File: config.mk
export PLATFORM = sky130hd
export DESIGN_NAME = banked_memory_address_map
export DESIGN_NICKNAME = d
export VERILOG_FILES = /design/src/core/memmap_pkg.sv /design/src/core/gpr_store.sv /design/src/core/banked_memory_address_map.sv
export SDC_FILE = /design/constraint.sdc
export NUM_CORES = 2
export LEC_CHECK = 0
export BUFFER_PORTS_ARGS = -buffer_cell sky130_fd_sc_hd__buf_2
export CAP_MARGIN = 20
export CELL_PAD_IN_SITES_DETAIL_PLACEMENT = 0
export CELL_PAD_IN_SITES_GLOBAL_PLACEMENT = 2
export CORE_MARGIN = 8
export CORE_UTILIZATION = 45
export DETAILED_ROUTE_END_ITERATION = 8
export GPL_TIMING_DRIVEN = 0
export MAX_ROUTING_LAYER = met4
export PLACE_DENSITY = 0.75
export RECOVER_POWER = 25
export SETUP_SLACK_MARGIN = 0.3
export SLEW_MARGIN = 40
export SYNTH_ARGS = -nofsm -noshare
export SYNTH_HDL_FRONTEND = slang
export SYNTH_HIERARCHICAL = 1
export SYNTH_SLANG_ARGS = --single-unit
File: constraint.sdc
create_clock -name clk_i -period 12.8 [get_ports clk_i]
set_input_delay 1.92 -clock clk_i [delete_from_list [all_inputs] [get_ports clk_i]]
set_output_delay 1.92 -clock clk_i [all_outputs]
set_load 0.05 [all_outputs]
File: src/core/memmap_pkg.sv
/*
 * Shared constants and carrier types for the banked memory address map:
 * register offsets, status fields, vectors, reset values and the core's request bundles.
 * Assumes one core clock and one synchronous active-low reset for every user.
 */
`default_nettype none

package memmap_pkg;

    // program side
    localparam int PROG_ADDR_BITS = 13;
    localparam int PROG_WORD_BITS = 14;
    localparam int PROG_FULL_BITS = 13;
    localparam int PROG_SMALL_BITS = 12;
    localparam logic [12:0] RESET_VECTOR = 13'h0000;
    localparam logic [12:0] IRQ_VECTOR = 13'h0004;

    // data side
    localparam int DATA_ADDR_BITS = 9;
    localparam int DATA_BITS = 8;
    localparam logic [6:0] OFS_INDIRECT = 7'h00;
    localparam logic [6:0] OFS_PCL = 7'h02;
    localparam logic [6:0] OFS_STATUS = 7'h03;
    localparam logic [6:0] OFS_POINTER = 7'h04;
    localparam logic [6:0] OFS_PROGRAM_COUNTER_HIGH_LATCH = 7'h0a;
    localparam logic [6:0] GPR_START = 7'h20;
    localparam logic [6:0] COMMON_START = 7'h70;

    // status fields
    localparam int STATUS_IND_BANK_BIT = 7;
    localparam int STATUS_BANK_HIGH_BIT = 6;
    localparam int STATUS_BANK_LOW_BIT = 5;

    // branch target joins the high latch at these bits
    localparam int LATCH_PAGE_HIGH_BIT = 4;
    localparam int LATCH_PAGE_LOW_BIT = 3;

    // reset values
    localparam logic [7:0] STATUS_RESET = 8'h00;
    localparam logic [7:0] POINTER_RESET = 8'h00;
    localparam logic [7:0] PROGRAM_COUNTER_HIGH_LATCH_RESET = 8'h00;
    localparam logic [7:0] RDATA_RESET = 8'h00;

    typedef enum logic [3:0] {
        phase_one = 4'b0001,
        phase_two = 4'b0010,
        phase_three = 4'b0100,
        phase_four = 4'b1000
    } phase_type;

    typedef struct packed {
        logic valid;
        logic write;
        logic [6:0] operand;
        logic [7:0] wdata;
    } data_req_type;

    typedef struct packed {
        logic irq_accept;
        logic branch;
        logic [10:0] target;
    } prog_ctl_type;

endpackage

`default_nettype wire

File: src/core/gpr_store.sv
/*
 * Static RAM behind the general purpose register area, indexed by physical data address.
 * Assumes the caller only enables writes for locations that really hold storage.
 */
`default_nettype none

module gpr_store #(
    parameter int ADDR_W = 9,
    parameter int DATA_W = 8
) (
    // clock
    input wire logic clk_i,
    // write port
    input wire logic wr_en_i,
    input wire logic [ADDR_W-1:0] wr_addr_i,
    input wire logic [DATA_W-1:0] wr_data_i,
    // read port, combinational
    input wire logic [ADDR_W-1:0] rd_addr_i,
    output logic [DATA_W-1:0] rd_data_o
);

    logic [DATA_W-1:0] mem [0:(1<<ADDR_W)-1];

    // no reset: general purpose registers power up undefined
    always_ff @(posedge clk_i) begin
        if (wr_en_i) begin
            mem[wr_addr_i] <= wr_data_i;
        end
    end

    assign rd_data_o = mem[rd_addr_i];

endmodule

`default_nettype wire

File: src/core/banked_memory_address_map.sv
/*
 * Program counter and banked data address decode of a small 8-bit core, with the
 * core-held registers (pointer, status, counter low and high latch) and GPR storage.
 * Assumes the execute datapath holds its data request and program controls stable
 * for a whole four-phase instruction cycle and samples rdata_o after phase two.
 */
`default_nettype none

module banked_memory_address_map
    import memmap_pkg::*;
#(
    parameter int IMPL_ADDR_BITS = PROG_FULL_BITS
) (
    // clock and reset
    input wire logic clk_i,
    input wire logic resetn_i,
    // program control from the execute datapath
    input wire prog_ctl_type prog_i,
    // data operand request from the execute datapath
    input wire data_req_type req_i,
    // program side results
    output logic [PROG_ADDR_BITS-1:0] pc_o,
    output logic [PROG_ADDR_BITS-1:0] fetch_addr_o,
    // data side results
    output logic [DATA_BITS-1:0] rdata_o,
    output phase_type phase_o
);

    localparam logic [PROG_ADDR_BITS-1:0] PROG_MASK = PROG_ADDR_BITS'((1 << IMPL_ADDR_BITS) - 1);

    phase_type phase;
    phase_type next_phase;
    logic [PROG_ADDR_BITS-1:0] pc;
    logic [PROG_ADDR_BITS-1:0] next_pc;
    logic [7:0] status;
    logic [7:0] pointer;
    logic [7:0] program_counter_high_latch;
    logic [DATA_BITS-1:0] rdata;

    // folds the unimplemented top of banks 1-3 onto the bank 0 common area
    function automatic logic [DATA_ADDR_BITS-1:0] fold_common(input logic [DATA_ADDR_BITS-1:0] a);
        if (a[6:0] >= COMMON_START) begin
            return {2'b00, a[6:0]};
        end
        return a;
    endfunction

    // four-phase instruction cycle sequencer
    always_comb begin
        unique case (phase)
            phase_one: next_phase = phase_two;
            phase_two: next_phase = phase_three;
            phase_three: next_phase = phase_four;
            phase_four: next_phase = phase_one;
            default: next_phase = phase_one;
        endcase
    end

    always_ff @(posedge clk_i) begin
        if (!resetn_i) begin
            phase <= phase_one;
        end else begin
            phase <= next_phase;
        end
    end

    // data address formation
    wire logic [DATA_ADDR_BITS-1:0] ind_addr = {status[STATUS_IND_BANK_BIT], pointer};
    wire logic [DATA_ADDR_BITS-1:0] dir_addr =
        {status[STATUS_BANK_HIGH_BIT], status[STATUS_BANK_LOW_BIT], req_i.operand};
    wire logic use_ind = (req_i.operand == OFS_INDIRECT);
    wire logic [DATA_ADDR_BITS-1:0] log_addr = use_ind ? ind_addr : dir_addr;
    wire logic [DATA_ADDR_BITS-1:0] phys_addr = fold_common(log_addr);
    wire logic [6:0] offset = phys_addr[6:0];

    // offset decode is bank-independent, which mirrors the core registers everywhere
    wire logic hit_gpr = (offset >= GPR_START);
    wire logic hit_pcl = (offset == OFS_PCL);
    wire logic hit_status = (offset == OFS_STATUS);
    wire logic hit_pointer = (offset == OFS_POINTER);
    wire logic hit_program_counter_high_latch = (offset == OFS_PROGRAM_COUNTER_HIGH_LATCH);

    // indirect through a pointer at offset zero reads zero and writes nothing
    logic [DATA_BITS-1:0] ram_rdata;
    wire logic [DATA_BITS-1:0] rd_value =
        hit_gpr ? ram_rdata :
        hit_pcl ? pc[7:0] :
        hit_status ? status :
        hit_pointer ? pointer :
        hit_program_counter_high_latch ? program_counter_high_latch : 8'h00;

    wire logic rd_fire = (phase == phase_two) && req_i.valid;
    wire logic wr_fire = (phase == phase_four) && req_i.valid && req_i.write;
    wire logic wr_ram = wr_fire && hit_gpr;

    gpr_store #(
        .ADDR_W(DATA_ADDR_BITS),
        .DATA_W(DATA_BITS)
    ) u_gpr (
        .clk_i(clk_i),
        .wr_en_i(wr_ram),
        .wr_addr_i(phys_addr),
        .wr_data_i(req_i.wdata),
        .rd_addr_i(phys_addr),
        .rd_data_o(ram_rdata)
    );

    // operand capture
    always_ff @(posedge clk_i) begin
        if (!resetn_i) begin
            rdata <= RDATA_RESET;
        end else if (rd_fire) begin
            rdata <= rd_value;
        end
    end

    // core-held registers
    always_ff @(posedge clk_i) begin
        if (!resetn_i) begin
            status <= STATUS_RESET;
            pointer <= POINTER_RESET;
            program_counter_high_latch <= PROGRAM_COUNTER_HIGH_LATCH_RESET;
        end else if (wr_fire) begin
            if (hit_status) begin
                status <= req_i.wdata;
            end
            if (hit_pointer) begin
                pointer <= req_i.wdata;
            end
            if (hit_program_counter_high_latch) begin
                program_counter_high_latch <= req_i.wdata;
            end
        end
    end

    // program counter: vector beats branch beats increment; a low-byte write loads from the latch
    always_comb begin
        next_pc = pc;
        if (phase == phase_one) begin
            if (prog_i.irq_accept) begin
                next_pc = IRQ_VECTOR;
            end else if (prog_i.branch) begin
                next_pc = {program_counter_high_latch[LATCH_PAGE_HIGH_BIT:LATCH_PAGE_LOW_BIT], prog_i.target};
            end else begin
                next_pc = PROG_ADDR_BITS'(pc + 13'h0001);
            end
        end
        if (wr_fire && hit_pcl) begin
            next_pc = {program_counter_high_latch[4:0], req_i.wdata};
        end
    end

    always_ff @(posedge clk_i) begin
        if (!resetn_i) begin
            pc <= RESET_VECTOR;
        end else begin
            pc <= next_pc;
        end
    end

    // the counter keeps all 13 bits; only the fetch address drops unimplemented ones
    assign fetch_addr_o = pc & PROG_MASK;
    assign pc_o = pc;
    assign rdata_o = rdata;
    assign phase_o = phase;
endmodule

`default_nettype wire

## Yosys cells after proc, flatten, opt, wreduce, memory -nomap -nowiden

Memories as Yosys holds them, arrays and structs flattened.
Cells that the tools add are included.

- Memory bits (read-only): 0
- Register bits: 49
- Memory bits (writable): 4096
- Memories: 1
- Input port bits: 32
- Latch bits: 0

- Div/mod/pow operators: 0
- Bitwise logic cells: 0
- Equality and inequality tests: 8
- Order comparisons: 2
- $mul: 0
- Reductions and logical operators: 10
- Shift-type cells: 0
- Add/sub/neg operators: 1
- Multiplexer cells: 16

Memory list:

| name | words | bits a word | read ports | clocked after Yosys merged registers in | write ports | line | source |
|---|---|---|---|---|---|---|---|
| u_gpr.mem | 512 | 8 | 1 | 0 | 1 | gpr_store.sv:22 | `logic [DATA_W-1:0] mem [0:(1<<ADDR_W)-1];` |

Operator list:

| operator | number |
|---|---|
| 13-bit 2-to-1 mux | 4 |
| 8-bit 2-to-1 mux | 5 |
| 9-bit 2-to-1 mux | 3 |
| 7-bit by 2-bit == test with 1-bit output, second input constant | 2 |
| 13-bit by 1-bit adder with 13-bit output, second input constant | 1 |
| 4-bit case mux with 3 select lines | 1 |
| 7-bit by 3-bit == test with 1-bit output, second input constant | 1 |
| 7-bit by 4-bit == test with 1-bit output, second input constant | 1 |
| 7-bit by 6-bit >= comparator with 1-bit output, second input constant | 1 |
| 7-bit >= comparator, second input constant | 1 |
| 7-bit zero test | 1 |
| 2-bit AND reduction | 3 |
| 1-bit logical AND | 5 |
| 4-bit by 1-bit == test with 1-bit output, second input constant | 1 |
| 4-bit by 2-bit == test with 1-bit output, second input constant | 1 |
| 4-bit by 3-bit == test with 1-bit output, second input constant | 1 |
| 4-bit == test, second input constant | 1 |
| 1-bit 2-to-1 mux | 3 |
| 2-bit nonzero test | 1 |

## Depth between registers and ports, before layout

- Depth in word-level cells: 11
- Gate-level depth with buffers: 20
- Gate-level depth less buffers: 15

## Hierarchy

Netlist, hierarchy kept.

By module, submodules not included:

| module | seq. area each (µm²) | area an instance (µm²) | times used | cells an instance |
|---|---|---|---|---|
| gpr_store | 122998.0 | 159767.0 | 1 | 8022 |
| banked_memory_address_map | 980.9 | 2999.1 | 1 | 355 |

## Least setup slack after synthesis

No wires, ideal clock.

- Kind: input-to-reg
- Start point: input port req_i[9] (netlist name)
- End point: register rdata[5] (netlist: rdata_o[5])
- Buffers on the path: 2
- Required time: 12664 ps
- Path slack: 7197 ps
- Stages: 17
- Arrival time: 5467 ps
- Cell sequence: buf_4 nor3_1 a31oi_1 inv_1 and3_1 nor2_1 nor3b_1 nand2_1 clkbuf_1 nor3_1 nor2_1 o311ai_1 nor4_1 o2111a_1 a21boi_0 a2111oi_0 a211oi_1

- Elaborated cells on any way between the ends: 17

RTL lines:

| what | line | source |
|---|---|---|
| start: declaration | banked_memory_address_map.sv:20 | `input wire data_req_type req_i,` |
| 7-bit zero test | banked_memory_address_map.sv:71 | `wire logic use_ind = (req_i.operand == OFS_INDIRECT);` |
| 9-bit 2-to-1 mux | banked_memory_address_map.sv:72 | `wire logic [DATA_ADDR_BITS-1:0] log_addr = use_ind ? ind_addr : dir_addr;` |
| named net log_addr[6] | banked_memory_address_map.sv:72 |  |
| 7-bit >= comparator | banked_memory_address_map.sv:42 | `if (a[6:0] >= COMMON_START) begin` |
| 1-bit 2-to-1 mux | banked_memory_address_map.sv:42 |  |
| 9-bit 2-to-1 mux | banked_memory_address_map.sv:45 | `return a;` |
| named net phys_addr[8] | banked_memory_address_map.sv:73 | `wire logic [DATA_ADDR_BITS-1:0] phys_addr = fold_common(log_addr);` |
| memory 512 x 8 bit | - |  |
| named net ram_rdata[5] | banked_memory_address_map.sv:84 | `logic [DATA_BITS-1:0] ram_rdata;` |
| 8-bit 2-to-1 mux | banked_memory_address_map.sv:86 | `hit_gpr ? ram_rdata :` |
| end signal: assignment | banked_memory_address_map.sv:113 | `rdata <= rd_value;` |
| end: declaration | banked_memory_address_map.sv:38 | `logic [DATA_BITS-1:0] rdata;` |

The timed path passes the listed nets, and every way through them passes these cells. The select of a mux whose other input is x is not followed.
A chain may end at the register's enable or synchronous reset.

## Worst setup path in the final report

- Start point: input port req_i[1] (netlist name)
- End point: memory u_gpr.mem[478][1] (data pin)

RTL lines:

| what | line |
|---|---|
| end: declaration | gpr_store.sv:22 |

No word-level cell before the write port.

==> results.ini <==
[setup_path]
cp_data_arrival_time_ns=8.90
worst-path-max-fanout=90
ff2ff_setup_slack_ns=5.33
critPathKind=in2reg
critical_path.endpoint_type=register
required_ns=12.84
worstSetupStartpointType=input pin

[floorplan]
die_h_um=617
num_rows=221
core-area_um2=361000
die_area_um2=381000
ioPinCount=70
fp.dieW_um=617
initial_core_util_pct=45.1

[layout]
layout_commonest_cell=edfxtp_1
drive_gt1_share_pct=23.7
postLayoutCellArea_um2=187000
nets=9072
final_cell_mix=edfxtp_1, mux2i_1, mux4_2
syn_to_final_growth_pct=15.0
fill_cells=28700

[grt]
grt-ovfl-total=0
grt_usage_pct=33.9
grt_pass1_vias=89100
grt_max_degree=109
grt_pass1_wl_mm=834
grt_antenna_before_repair=75

[route]
vias_per_cell=6.77
drt-met1-wl_mm=232
routed_wl_mm=645
dr_wl_met2_mm=268
vias=96400
top_layer=met4
drc=0
avgRoutedWirePerCell_um=45.2
drt_iter0_drc=16400
final_antenna_net_count=0
firstDrtPassIters=6
wl_met3_mm=101

[synth]
syn_inst=8377
syn_area_um2=163000
synth-edff-count=4096
synth_area_per_cell_um2=19.4
synth_nets=8410
postSynth.asyncResetShare_pct=0
ys_seq_area_share_pct=76.2
yosysWarnings=6
synth_cell_types=81
synth_ff_type=edfxtp_1
ys_seq_elements=4145

[sta]
timing.slew.headroom_pct=-215
drv_slew=2386
rsz0062_at_grt=false
setup_violations=0
fin_skew_ns=0.0708
post-route-period-util_pct=69.2
worst_slew_pin_slew_ns=4.72
timing.final.ws_setup_ns=3.94
fmax_mhz=113
final.setup.tns_ns=0
period_needed_ns=8.86
hold_violations=0

[power]
p_leak_uw=0.0596
ir_worst_vdd_mv=0.125
p_total_uw=28900
power_density_nw_per_um2=155

[run]
maxCapViolCount=32

[clocking]
cts_root_buf=clkbuf_16
clock_latency_ns=0.99
clk_path_buf_depth=4
cts_resized=0
htreeDepth=5
cts_made_buffers=423
cts_tree=yes
cts.clk_slew.worst_paths_ns=0.06
postCtsSetupBuffers=0
cts_sinks=4145
holdBufCountCts=0

[placement]
port_buffers=68
pre_cts_slack_ns=4.07
gp_congestion=1.05
hpwl_mm=467
place_area_um2=174000

[outcome]
violations=capacitance limit, slew limit
status=complete, but fails checks

[min_path]
hold_class=reg2reg

-- cells by family after synthesis --
logic type | share of synthesized area [%]
buffers and inverters | 1.95
AND/OR/NAND/NOR | 3.02
flip-flops | 76.2
XOR/XNOR | 0.0592
adder cells (fa/ha/maj) | 0.00769
AO/OA/AOI/OAI | 4.63
multiplexers | 14.2
-- Yosys cell counts, drive strengths merged (14+ instances only) --
cell type / n / area, um2
o31ai: 14 / 110
nor2: 641 / 2410
mux2i: 829 / 8300
buf: 266 / 2090
nand4: 36 / 225
o221ai: 372 / 3260
nor4: 42 / 293
a22oi: 61 / 458
nor3: 125 / 637
and2: 26 / 165
o22ai: 166 / 1040
clkbuf: 278 / 1040
nand2: 141 / 532
a21oi: 205 / 1030
o21ai: 137 / 686
edfxtp: 4096 / 123000
nand3: 47 / 235
a211oi: 25 / 210
dfxtp: 49 / 981
mux4: 654 / 14700
-- worst paths after layout --
kind | cells after the start | from | endpoint
setup / recovery | 3 | req_i[1] | u_gpr/mem[478][1]
hold / removal | 2 | program_counter_high_latch[7] | program_counter_high_latch[7]
setup reg to reg | 17 | pointer[5] | rdata_o[4]
hold reg to reg | 2 | program_counter_high_latch[7] | program_counter_high_latch[7]
-- area by class of cell --
cell class / count / area, um2 / area share (%)
flip-flops and latches: 4145 / 124000 / 66.2
multi-input cells: 3678 / 36500 / 19.5
clock buffers: 516 / 11100 / 5.91
well taps: 4794 / 6000 / 3.20
repair buffers: 237 / 3610 / 1.93
plain buffers: 544 / 3590 / 1.92
clock inverters: 258 / 2250 / 1.20
diodes: 67 / 168 / 0.0896
inverters: 10 / 37.5 / 0.0201
-- metal layers --
layer	global-route usage (%)	up-vias
met5	-	-
met4	18.5	0
met3	13.4	1322
met2	45.8	7502
met1	43.8	51300
li1	-	36200
-- worst max-delay path, cell delays in order --
cell and delay [ns]:
clkbuf_1 0.26, clkbuf_1 3.02, clkbuf_1 3.48
-- power by group --
group | switching (uW) | internal, uW
combinational | 1410 | 512
clock | 5260 | 6800
sequential | 9.82 | 14900
total | 6690 | 22200
-- stage by stage --
stage | util (%) | hold slack, ns | instances
5_1_grt | 51.8 | 0.516 | 14200
2_1_floorplan | - | 0.456 | 8377
3_5_place_dp | 48.2 | 0.484 | 13400
4_1_cts | 51.9 | 0.498 | 14200
6_report | 51.8 | 0.496 | 14200
3_3_place_gp | 46.8 | 0.476 | 13200
-- flip-flops by register name, summed over array words and instances, names as in the netlist --
name                        count
fetch_addr_o                   13
phase_o                         4
pointer                         8
program_counter_high_latch      8
rdata_o                         8
status                          8
u_gpr/mem                    4096
Note: power is estimated with default switching activity, not from simulation.
